===== config.mk =====
export PLATFORM = sky130hd
export DESIGN_NAME = pme_phy_mii
export DESIGN_NICKNAME = d
export VERILOG_FILES = /design/src/rtl/pme_pkg.sv /design/src/rtl/pme_nib_if.sv /design/src/rtl/pme_enc4b5b.sv /design/src/rtl/pme_phy_mii.sv
export VERILOG_INCLUDE_DIRS = /design/src /design/src/rtl
export SDC_FILE = /design/constraint.sdc
export NUM_CORES = 1
export LEC_CHECK = 0
export ABC_AREA = 1
export ABC_CLOCK_PERIOD_IN_PS = 1600
export BUFFER_PORTS_ARGS = -buffer_cell sky130_fd_sc_hd__buf_2
export CAP_MARGIN = 20
export CORE_ASPECT_RATIO = 0.8
export CORE_MARGIN = 1.5
export CORE_UTILIZATION = 47
export CTS_CLUSTER_DIAMETER = 60
export CTS_CLUSTER_SIZE = 12
export DETAILED_ROUTE_END_ITERATION = 10
export PLACE_DENSITY = 0.74
export SYNTH_ARGS = -nofsm -noshare
export SYNTH_HDL_FRONTEND = slang
export SYNTH_SLANG_ARGS = --single-unit

===== constraint.sdc =====
create_clock -name i_clk -period 1.6 [get_ports i_clk]
set_input_delay 0.24 -clock i_clk [delete_from_list [all_inputs] [get_ports i_clk]]
set_output_delay 0.24 -clock i_clk [all_outputs]
set_load 0.05 [all_outputs]

===== src/rtl/pme_regs.svh =====
`ifndef PME_REGS_SVH
`define PME_REGS_SVH

////////////////////////////////////////////////////////////////////////////////
// interface clock rates
`define PME_FAST_MHZ 25
`define PME_SLOW_KHZ 2500
// oscillator rising edges per half period of the slow interface clock
`define PME_SLOW_DIV ((`PME_FAST_MHZ * 1000) / (`PME_SLOW_KHZ * 2))

////////////////////////////////////////////////////////////////////////////////
// control code words
`define PME_CODE_I 5'h1f
`define PME_CODE_J 5'h18
`define PME_CODE_K 5'h11
`define PME_CODE_T 5'h0d
`define PME_CODE_R 5'h07

////////////////////////////////////////////////////////////////////////////////
// data code words, nibble 0 to f
`define PME_CODE_D0 5'h1e
`define PME_CODE_D1 5'h09
`define PME_CODE_D2 5'h14
`define PME_CODE_D3 5'h15
`define PME_CODE_D4 5'h0a
`define PME_CODE_D5 5'h0b
`define PME_CODE_D6 5'h0e
`define PME_CODE_D7 5'h0f
`define PME_CODE_D8 5'h12
`define PME_CODE_D9 5'h13
`define PME_CODE_DA 5'h16
`define PME_CODE_DB 5'h17
`define PME_CODE_DC 5'h1a
`define PME_CODE_DD 5'h1b
`define PME_CODE_DE 5'h1c
`define PME_CODE_DF 5'h1d

`endif


===== src/rtl/pme_pkg.sv =====
package pme_pkg;

	typedef logic [3:0] pme_nibble_t;
	typedef logic [4:0] pme_code_t;

	// gray along idle -> k -> data -> r -> idle
	typedef enum logic [1:0]
	{
		pme_enc_idle = 2'h0,
		pme_enc_k    = 2'h1,
		pme_enc_data = 2'h3,
		pme_enc_r    = 2'h2
	} pme_enc_state_t;

endpackage


===== src/rtl/pme_nib_if.sv =====
`timescale 1ns/100ps
interface pme_nib_if;
	import pme_pkg::*;

	logic        strobe;
	logic        en;
	logic        speed_10;
	pme_nibble_t nibble;
	pme_code_t   code;
	logic        code_stb;

	modport src
	(
		output strobe,
		output en,
		output speed_10,
		output nibble,
		input  code,
		input  code_stb
	);

	modport enc
	(
		input  strobe,
		input  en,
		input  speed_10,
		input  nibble,
		output code,
		output code_stb
	);
endinterface


===== src/rtl/pme_enc4b5b.sv =====
`timescale 1ns/100ps
`include "pme_regs.svh"
module pme_enc4b5b
(
	// clock and reset
	input  wire logic i_clk,
	input  wire logic i_resetn,
	// nibble stream in, code words out
	pme_nib_if.enc    bus
);
	import pme_pkg::*;

	pme_enc_state_t state_r;
	pme_code_t      code_r;
	pme_code_t      prev_r;
	logic           stb_r;

	function automatic pme_code_t enc_f(input pme_nibble_t n);
		pme_code_t c;
		c = `PME_CODE_D0;
		unique case (n)
			4'h0: c = `PME_CODE_D0;
			4'h1: c = `PME_CODE_D1;
			4'h2: c = `PME_CODE_D2;
			4'h3: c = `PME_CODE_D3;
			4'h4: c = `PME_CODE_D4;
			4'h5: c = `PME_CODE_D5;
			4'h6: c = `PME_CODE_D6;
			4'h7: c = `PME_CODE_D7;
			4'h8: c = `PME_CODE_D8;
			4'h9: c = `PME_CODE_D9;
			4'ha: c = `PME_CODE_DA;
			4'hb: c = `PME_CODE_DB;
			4'hc: c = `PME_CODE_DC;
			4'hd: c = `PME_CODE_DD;
			4'he: c = `PME_CODE_DE;
			4'hf: c = `PME_CODE_DF;
		endcase
		return c;
	endfunction

	assign bus.code     = code_r;
	assign bus.code_stb = stb_r;

	////////////////////////////////////////////////////////////////////////////
	// one code word per transmit clock rise; nothing leaves in slow mode
	always_ff @(posedge i_clk)
	begin
		if (!i_resetn)
		begin
			state_r <= pme_enc_idle;
			code_r  <= `PME_CODE_I;
			prev_r  <= `PME_CODE_I;
			stb_r   <= 1'b0;
		end
		else
		begin
			stb_r <= bus.strobe & ~bus.speed_10;
			if (bus.speed_10)
				state_r <= pme_enc_idle;
			else if (bus.strobe)
			begin
				prev_r <= code_r;
				unique case (state_r)
					pme_enc_idle:
						if (bus.en)
						begin
							code_r  <= `PME_CODE_J;
							state_r <= pme_enc_k;
						end
						else
							code_r <= `PME_CODE_I;
					pme_enc_k:
					begin
						code_r  <= `PME_CODE_K;
						state_r <= pme_enc_data;
					end
					pme_enc_data:
						if (bus.en)
							code_r <= enc_f(bus.nibble);
						else
						begin
							code_r  <= `PME_CODE_T;
							state_r <= pme_enc_r;
						end
					pme_enc_r:
					begin
						code_r  <= `PME_CODE_R;
						state_r <= pme_enc_idle;
					end
				endcase
			end
		end
	end
endmodule


===== src/rtl/pme_phy_mii.sv =====
`timescale 1ns/100ps
`include "pme_regs.svh"
module pme_phy_mii
#(
	parameter int unsigned SLOW_DIV = `PME_SLOW_DIV
)
(
	// clock and reset
	input  wire logic                 i_clk,
	input  wire logic                 i_resetn,
	// oscillator pin and speed select
	input  wire logic                 i_oscillator_input,
	input  wire logic                 i_speed_10,
	// transmit side from the controller
	input  wire logic                 i_tx_en,
	input  wire pme_pkg::pme_nibble_t i_txd,
	output logic                      o_tx_clk,
	// receive side to the controller
	output logic                      o_rx_clk,
	output logic                      o_crs,
	output logic                      o_rx_dv,
	output pme_pkg::pme_nibble_t      o_rxd,
	output logic                      o_rx_er,
	output logic                      o_col,
	// line side status from decoder and recovery
	input  wire logic                 i_rx_active,
	input  wire pme_pkg::pme_nibble_t i_rx_nibble,
	input  wire logic                 i_rx_err,
	input  wire logic                 i_squelch_ok,
	input  wire logic                 i_rec_lock,
	input  wire logic                 i_rec_clk,
	input  wire logic                 i_link_fail,
	input  wire logic                 i_collision,
	// line coder outputs
	output pme_pkg::pme_code_t        o_code,
	output logic                      o_code_stb,
	output logic                      o_scr_bypass,
	output pme_pkg::pme_nibble_t      o_man_nibble,
	output logic                      o_man_valid
);
	import pme_pkg::*;

	localparam int unsigned CW = $clog2(SLOW_DIV + 1);

	logic          osc_s1_r;
	logic          osc_s2_r;
	logic          osc_s3_r;
	logic          osc_rise;
	logic          speed_r;
	logic [CW-1:0] div_r;
	logic          tx_clk_r;
	logic          tx_clk_nxt;
	logic          tx_rise;
	logic          strobe_r;
	logic          tx_en_r;
	pme_nibble_t   txd_r;
	pme_nibble_t   man_nibble_r;
	logic          man_valid_r;
	logic          rec_s1_r;
	logic          rec_s2_r;
	logic          rec_sel_r;
	logic          rx_clk_r;
	logic          rx_src;
	logic          rx_fall;
	logic          crs_r;
	logic          crs_nxt;
	logic          dv_r;
	logic          dv_nxt;
	pme_nibble_t   rxd_r;
	logic          er_r;
	logic          col_r;

	pme_nib_if nib ();

	////////////////////////////////////////////////////////////////////////////
	// oscillator pin sampled twice, then its rises found
	always_ff @(posedge i_clk)
	begin
		if (!i_resetn)
		begin
			osc_s1_r <= 1'b0;
			osc_s2_r <= 1'b0;
			osc_s3_r <= 1'b0;
		end
		else
		begin
			osc_s1_r <= i_oscillator_input;
			osc_s2_r <= osc_s1_r;
			osc_s3_r <= osc_s2_r;
		end
	end

	assign osc_rise = osc_s2_r & ~osc_s3_r;

	////////////////////////////////////////////////////////////////////////////
	// transmit clock: follows the oscillator in fast mode, divided in slow
	// speed only changes while the clock is low, so no runt pulse leaves
	always_comb
	begin
		tx_clk_nxt = tx_clk_r;
		if (!speed_r)
			tx_clk_nxt = osc_s2_r;
		else if (osc_rise && div_r == CW'(SLOW_DIV - 1))
			tx_clk_nxt = ~tx_clk_r;
	end

	assign tx_rise = tx_clk_nxt & ~tx_clk_r;

	always_ff @(posedge i_clk)
	begin
		if (!i_resetn)
		begin
			tx_clk_r <= 1'b0;
			speed_r  <= 1'b0;
			div_r    <= '0;
		end
		else
		begin
			tx_clk_r <= tx_clk_nxt;
			if (osc_rise && !tx_clk_r && div_r == '0)
				speed_r <= i_speed_10;
			if (!speed_r)
				div_r <= '0;
			else if (osc_rise)
				div_r <= (div_r == CW'(SLOW_DIV - 1)) ? '0 : div_r + CW'(1);
		end
	end

	////////////////////////////////////////////////////////////////////////////
	// nibble capture on each transmit clock rise
	always_ff @(posedge i_clk)
	begin
		if (!i_resetn)
		begin
			strobe_r <= 1'b0;
			tx_en_r  <= 1'b0;
			txd_r    <= '0;
		end
		else
		begin
			strobe_r <= tx_rise;
			if (tx_rise)
			begin
				tx_en_r <= i_tx_en;
				txd_r   <= i_tx_en ? i_txd : 4'h0;
			end
		end
	end

	assign nib.strobe   = strobe_r;
	assign nib.en       = tx_en_r;
	assign nib.nibble   = txd_r;
	assign nib.speed_10 = speed_r;

	pme_enc4b5b u_enc
	(
		.i_clk    (i_clk),
		.i_resetn (i_resetn),
		.bus      (nib.enc)
	);

	// slow path: nibble handed whole to the manchester coder, bit 0 sent first
	always_ff @(posedge i_clk)
	begin
		if (!i_resetn)
		begin
			man_nibble_r <= '0;
			man_valid_r  <= 1'b0;
		end
		else if (strobe_r)
		begin
			man_valid_r  <= tx_en_r & speed_r;
			man_nibble_r <= speed_r ? txd_r : 4'h0;
		end
	end

	////////////////////////////////////////////////////////////////////////////
	// receive clock source; swap only while both candidates are low
	always_ff @(posedge i_clk)
	begin
		if (!i_resetn)
		begin
			rec_s1_r  <= 1'b0;
			rec_s2_r  <= 1'b0;
			rec_sel_r <= 1'b0;
			rx_clk_r  <= 1'b0;
		end
		else
		begin
			rec_s1_r <= i_rec_clk;
			rec_s2_r <= rec_s1_r;
			rx_clk_r <= rx_src;
			if (!tx_clk_r && !rec_s2_r)
				rec_sel_r <= i_rec_lock & (speed_r ? crs_r : 1'b1);
		end
	end

	assign rx_src  = rec_sel_r ? rec_s2_r : tx_clk_r;
	assign rx_fall = rx_clk_r & ~rx_src;

	////////////////////////////////////////////////////////////////////////////
	// receive outputs move on receive clock falls; link fail clears them and collision follows on any clock
	assign crs_nxt = i_rx_active & ~i_link_fail & (~speed_r | i_squelch_ok);
	assign dv_nxt  = crs_nxt & (~speed_r | rec_sel_r);

	always_ff @(posedge i_clk)
	begin
		if (!i_resetn || i_link_fail)
		begin
			crs_r <= 1'b0;
			dv_r  <= 1'b0;
			rxd_r <= '0;
			er_r  <= 1'b0;
		end
		else if (rx_fall)
		begin
			crs_r <= crs_nxt;
			dv_r  <= dv_nxt;
			rxd_r <= dv_nxt ? i_rx_nibble : 4'h0;
			er_r  <= dv_nxt & ~speed_r & i_rx_err;
		end
	end

	always_ff @(posedge i_clk)
	begin
		if (!i_resetn)
			col_r <= 1'b0;
		else
			col_r <= i_collision;
	end

	////////////////////////////////////////////////////////////////////////////
	assign o_tx_clk     = tx_clk_r;
	assign o_rx_clk     = rx_clk_r;
	assign o_crs        = crs_r;
	assign o_rx_dv      = dv_r;
	assign o_rxd        = rxd_r;
	assign o_rx_er      = er_r;
	assign o_col        = col_r;
	assign o_code       = nib.code;
	assign o_code_stb   = nib.code_stb;
	assign o_scr_bypass = speed_r;
	assign o_man_nibble = man_nibble_r;
	assign o_man_valid  = man_valid_r;

	////////////////////////////////////////////////////////////////////////////
	// helper: oscillator rises between transmit clock rises in slow mode
	logic [7:0] osc_cnt_r;
	logic [1:0] seen_r;

	always_ff @(posedge i_clk)
	begin
		if (!i_resetn || !speed_r)
		begin
			osc_cnt_r <= '0;
			seen_r    <= '0;
		end
		else if (tx_rise)
		begin
			osc_cnt_r <= '0;
			if (seen_r != 2'h3)
				seen_r <= seen_r + 2'h1;
		end
		else if (osc_rise)
			osc_cnt_r <= osc_cnt_r + 8'h01;
	end
endmodule


## Word-level counts from Yosys, hierarchy flattened

Memories as Yosys holds them, arrays and structs flattened. A register that Yosys moved wholly into a read port is not among the register bits.
Cells that the tools add are included.

- Register bits after elaboration: 39
- Latch bits: 0
- RAM bits: 0
- Memory bits (read-only): 80
- Input port bits: 20
- Output and inout bits: 22
- Logic and storage cells: 80
- Memories: 1

- Add/subtract/negate cells: 1
- $mul: 0
- Divide/modulo/power cells: 0
- Order comparisons: 0
- Eq/ne operators: 6
- Shift-type cells: 0
- Multiplexer cells: 16
- Bitwise gates (word level): 19
- Reductions and logical operators: 14

Memories:

| memory | words | bits a word | rd ports | clocked after memory_dff | write ports | line | RTL |
|---|---|---|---|---|---|---|---|
| (no name shown) | 16 | 5 | 1 | 1 | 0 | pme_enc4b5b.sv:21 | `unique case (n)` |

Operator list:

| cell | count |
|---|---|
| 2-to-1 mux 4 bit | 5 |
| case mux 5 bit (4 select lines) | 1 |
| AND 1 bit | 11 |
| case mux 2 bit (4 select lines) | 1 |
| 2-to-1 mux 3 bit | 2 |
| inverter 1 bit | 6 |
| 2-to-1 mux 5 bit | 1 |
| equality test 2 bit (second input constant) | 2 |
| logical AND 1 bit | 4 |
| 2-to-1 mux 1 bit | 4 |
| 2-to-1 mux 2 bit | 2 |
| != test 2 bit (second input constant) | 2 |
| AND reduction 2 bit | 2 |
| adder 3 x 1 -> 3 bit (second input constant) | 1 |
| equality test 3 bit (second input constant) | 1 |
| logical NOT 1 bit | 3 |
| logical NOT 3 bit | 1 |
| AND reduction 3 bit | 1 |
| equality test 2 x 1 -> 1 bit (second input constant) | 1 |
| logical NOT 2 bit | 1 |
| OR 1 bit | 2 |
| OR reduction 2 bit | 1 |
| logical OR 1 bit | 1 |

## Depth between registers and ports, before layout

- Depth in word-level cells: 8
- Mapped depth: 13
- Gate-level depth less buffers: 13

## By module

A second synthesis with hierarchy kept.

- Cells, all modules: 237
- Area, all modules: 1,745.4 sq um

By module, submodules not included:

| module | times used | cells each | area an instance (sq um) |
|---|---|---|---|
| pme_phy_mii | 1 | 168 | 1,336.3 |
| pme_enc4b5b | 1 | 69 | 409.1 |

## Worst setup path before layout

OpenSTA, ideal clock, no wires.

- Kind: register to register
- Start point: register speed_r (netlist: o_scr_bypass)
- End point: register with a tool-made name
- Arrival time: 1.566 ns
- Required time: 1.487 ns
- Setup slack: -0.079 ns
- Stages on the path, launching flop included: 9
- Cell sequence: dfxtp_1 -> buf_6 -> inv_4 -> o211ai_4 -> nand2_2 -> nand2_1 -> nand3_1 -> nand3_1 -> nand2_1

RTL lines:

| what | line | RTL |
|---|---|---|
| start, declared | pme_phy_mii.sv:49 | `logic speed_r;` |
| start signal, assigned | pme_phy_mii.sv:121 | `speed_r <= i_speed_10;` |

==> flow_metrics.env <==
export IMPL_outcome="completed"
export IMPL_cpMaxStageDelayCell="dfxtp_1"
export IMPL_synth_compound_area_share_pct=15.7
export IMPL_synth_ff_type="dfxtp_1"
export IMPL_cp_max_fo=5
export IMPL_cts_tree="built"
export IMPL_hp_class="in -> reg"
export IMPL_multi_input_area_sq_um=836
export IMPL_grt_max_degree=17
export IMPL_wirelength_um=3630
export IMPL_grt_usage_pct=18.4
export IMPL_io_buffers=41
export IMPL_path_class="reg -> reg"
export IMPL_synth_xor_area_share_pct=0
export IMPL_antenna_cells=0
export IMPL_leakage_nw=1.02
export IMPL_arrival_ns=1.68
export IMPL_cp_cell_sequence="inv_2 -> ha_4 -> nand2_4 -> nor2_4 -> o211ai_4 -> nand2_2 -> nand2_1 -> nand3_1 -> nand3_1 -> nand2_1"
export IMPL_synth_async_reset_ratio_pct=0
export IMPL_rsz0062_at_grt="false"
export IMPL_gp_congestion=0.835
export IMPL_synth_area_mux_share_pct=0
export IMPL_die_area_sq_um=4210
export IMPL_finalHoldViolations=0
export IMPL_yosysMostFrequentCell="nand2_1"
export IMPL_post_dp_hpwl_um=2570
export IMPL_grt_overflow_total=0
export IMPL_syn_to_final_growth_pct=24.8
export IMPL_yosys_register_bits=44
export IMPL_tightest_slew_ns=0.313
export IMPL_placed_cell_area_sq_um=2050
export IMPL_start_kind="flip-flop"
export IMPL_swShare_pct=26.6
export IMPL_antenna_left=0
export IMPL_synth_area_per_cell_sq_um=7.93
export IMPL_end_kind="flip-flop"
export IMPL_clkPwrFrac_pct=35.8
export IMPL_initial_utilization_pct=50.8
export IMPL_internal_power_mw=1.71
export IMPL_pwr_density_cell_nw_per_um2=1030
export IMPL_netlist_area_sq_um=1800
export IMPL_root_buffer="clkbuf_8"
export IMPL_clock_path_buffers=2
export IMPL_ys_top_cells_by_count="51 x nand2_1, 44 x dfxtp_1, 22 x a21oi_1, 22 x inv_1, 18 x nor2_1"
export IMPL_yosys_area_share_simple_pct=25.6
export IMPL_cts_buffers=5
export IMPL_fin_area_sq_um=2250
export IMPL_clk_latency_ns=0.30
export IMPL_ir_drop_uv=991
export IMPL_synthTopCellsByArea="dfxtp_1 49%, nand2_1 11%, a21oi_1 6.1%"
export IMPL_path_clk_slew_ns=0.08
export IMPL_p_seq_share_pct=50.9
export IMPL_clkSinkCount=44
export IMPL_netlist_instances=227
export IMPL_fill_cells=321
export IMPL_synth_top_area_share_pct=48.9
export IMPL_ioPinCount=42
export IMPL_final_nets=298
export IMPL_hold_slack_ns=0.119
export IMPL_via_count=1589
export IMPL_finalMaxSlewViolations=0
export IMPL_drive_gt1_share_pct=33.6
export IMPL_fmax_mhz=677
export IMPL_maxCapViolCount=0
export IMPL_drc=0
export IMPL_slowest_delay_ns=0.34
export IMPL_cp_data_required_time_ns=1.80
export IMPL_antenna_found_initial=0
export IMPL_setup_viol_count_final=0
export IMPL_fin_crit_ns=1.48
export IMPL_p_sw_mw=0.617
export IMPL_dr_pass1_iters=4
export IMPL_period_share_pct=92.3
export IMPL_cts_max_level=2
export IMPL_synth_area_leader_cell="dfxtp_1"
export IMPL_dieWidth_um=72.2
export IMPL_wl_per_cell_um=11.4
export IMPL_ys_seq_area_share_pct=48.9
export IMPL_synth_edff_count=0
export IMPL_first_global_vias=1414
export IMPL_pwr_share_comb_pct=13.3
export IMPL_synth_fa_ha_area_share_pct=1.39
export IMPL_grt_pass1_wl_um=5960
export IMPL_synth_top_family_by_area="simple AND/OR/NAND/NOR gates"
export IMPL_vias_per_cell=4.98
export IMPL_drt_initial_drc_count=71
export IMPL_yosysWarnings=0
export IMPL_slew_headroom_pct=78.6
export IMPL_finalClockSkew_ns=0.00711
export IMPL_synth_nets=249
export IMPL_yosysUniqueCellTypes=32
export IMPL_rows=19
export IMPL_coreArea_sq_um=3540
export IMPL_seqCellArea_sq_um=885
export IMPL_die_height_um=58.4
[per-stage QoR]
| step | instances | TNS (ns) | worst slack (ns) | utilization [%] | power [mW] |
|---|---|---|---|---|---|
| after floorplan | 227 | 0 | 0.0828 | - | 1.42 |
| after global placement | 308 | 0 | 0.0200 | 58.0 | 1.50 |
| after detailed placement | 308 | -0.168 | -0.0672 | 58.0 | 1.50 |
| after CTS | 317 | 0 | 0.0286 | 61.7 | 2.33 |
| after global routing | 319 | 0 | 0.00956 | 63.4 | 2.45 |
| final | 319 | 0 | 0.124 | 63.4 | 2.32 |
[logic make-up (layout without fill, tap and decap cells)]
kind of cell | Yosys count | in the layout
compound gates | 47 | 48
fa+ha+maj | 2 | 2
buf+inv | 36 | 85
flops | 44 | 44
simple gates | 98 | 98
[layer usage]
layer	part of all wire [%]	track usage (%)
met1	49	23.8
met4	0.69	5.93
met3	5.4	7.71
met2	45	28.3
met5	0	0
[power by group through the flow]
stage / clock [mW] / sequential, mW / combinational [mW]
2_1_floorplan: 0 / 1.27 / 0.150
6_report: 0.832 / 1.18 / 0.310
3_3_place_gp: 0 / 1.21 / 0.289
3_5_place_dp: 0 / 1.21 / 0.291
4_1_cts: 0.855 / 1.18 / 0.296
5_1_grt: 0.917 / 1.19 / 0.340
[worst max-delay path, delay by kind of cell (launching register included)]
kind,cells,cell delay (ns)
AND/OR/NAND/NOR,7,0.57
flip-flops,1,0.34
AO/OA/AOI/OAI,1,0.25
adder cells (fa/ha/maj),1,0.16
buffers and inverters,1,0.06
[placed cells by master (no fill, tap or decap), drive strengths merged]
cell type and count:
a211o 1, o31ai 1, ha 2, dfxtp 44, o211ai 4, nand2 59
buf 46, a21oi 22, clkinvlp 1, nor3 2, inv 29, bufinv 1
o21ai 16, nand4 5, nor2 21, o21a 1, a211oi 2, a2111oi 1
clkbuf 5, clkinv 3, nand3 11
[final cells by class]
cell class,count,share of cell area (%)
clock inverter,3,1.89
sequential,44,39.4
tap,42,2.34
inverter,31,5.35
timing repair buffer,46,10.8
clock buffer,5,3.06
multi-input combinational,148,37.2
[what timing repair did]
action                                  4_1_cts  5_1_grt
buffers inserted                              0        2
gates cloned                                  1        0
gates resized for setup                       3       11
pin swaps                                     1        6
hold buffers                                  0        0
endpoints found under the hold margin         0        0
endpoints found under the setup margin        4        4
[path summary, 6_finish.rpt]
kind	from	to	slack [ns]	depth (start not counted)
setup reg to reg	div_r[1]	flip-flop	0.12	10
hold / removal	i_collision	o_col	0.12	3
hold reg to reg	rec_s1_r	rec_s2_r	0.41	2
setup / recovery	div_r[1]	flip-flop	0.12	10
Note: power is estimated with default switching activity, not from simulation.
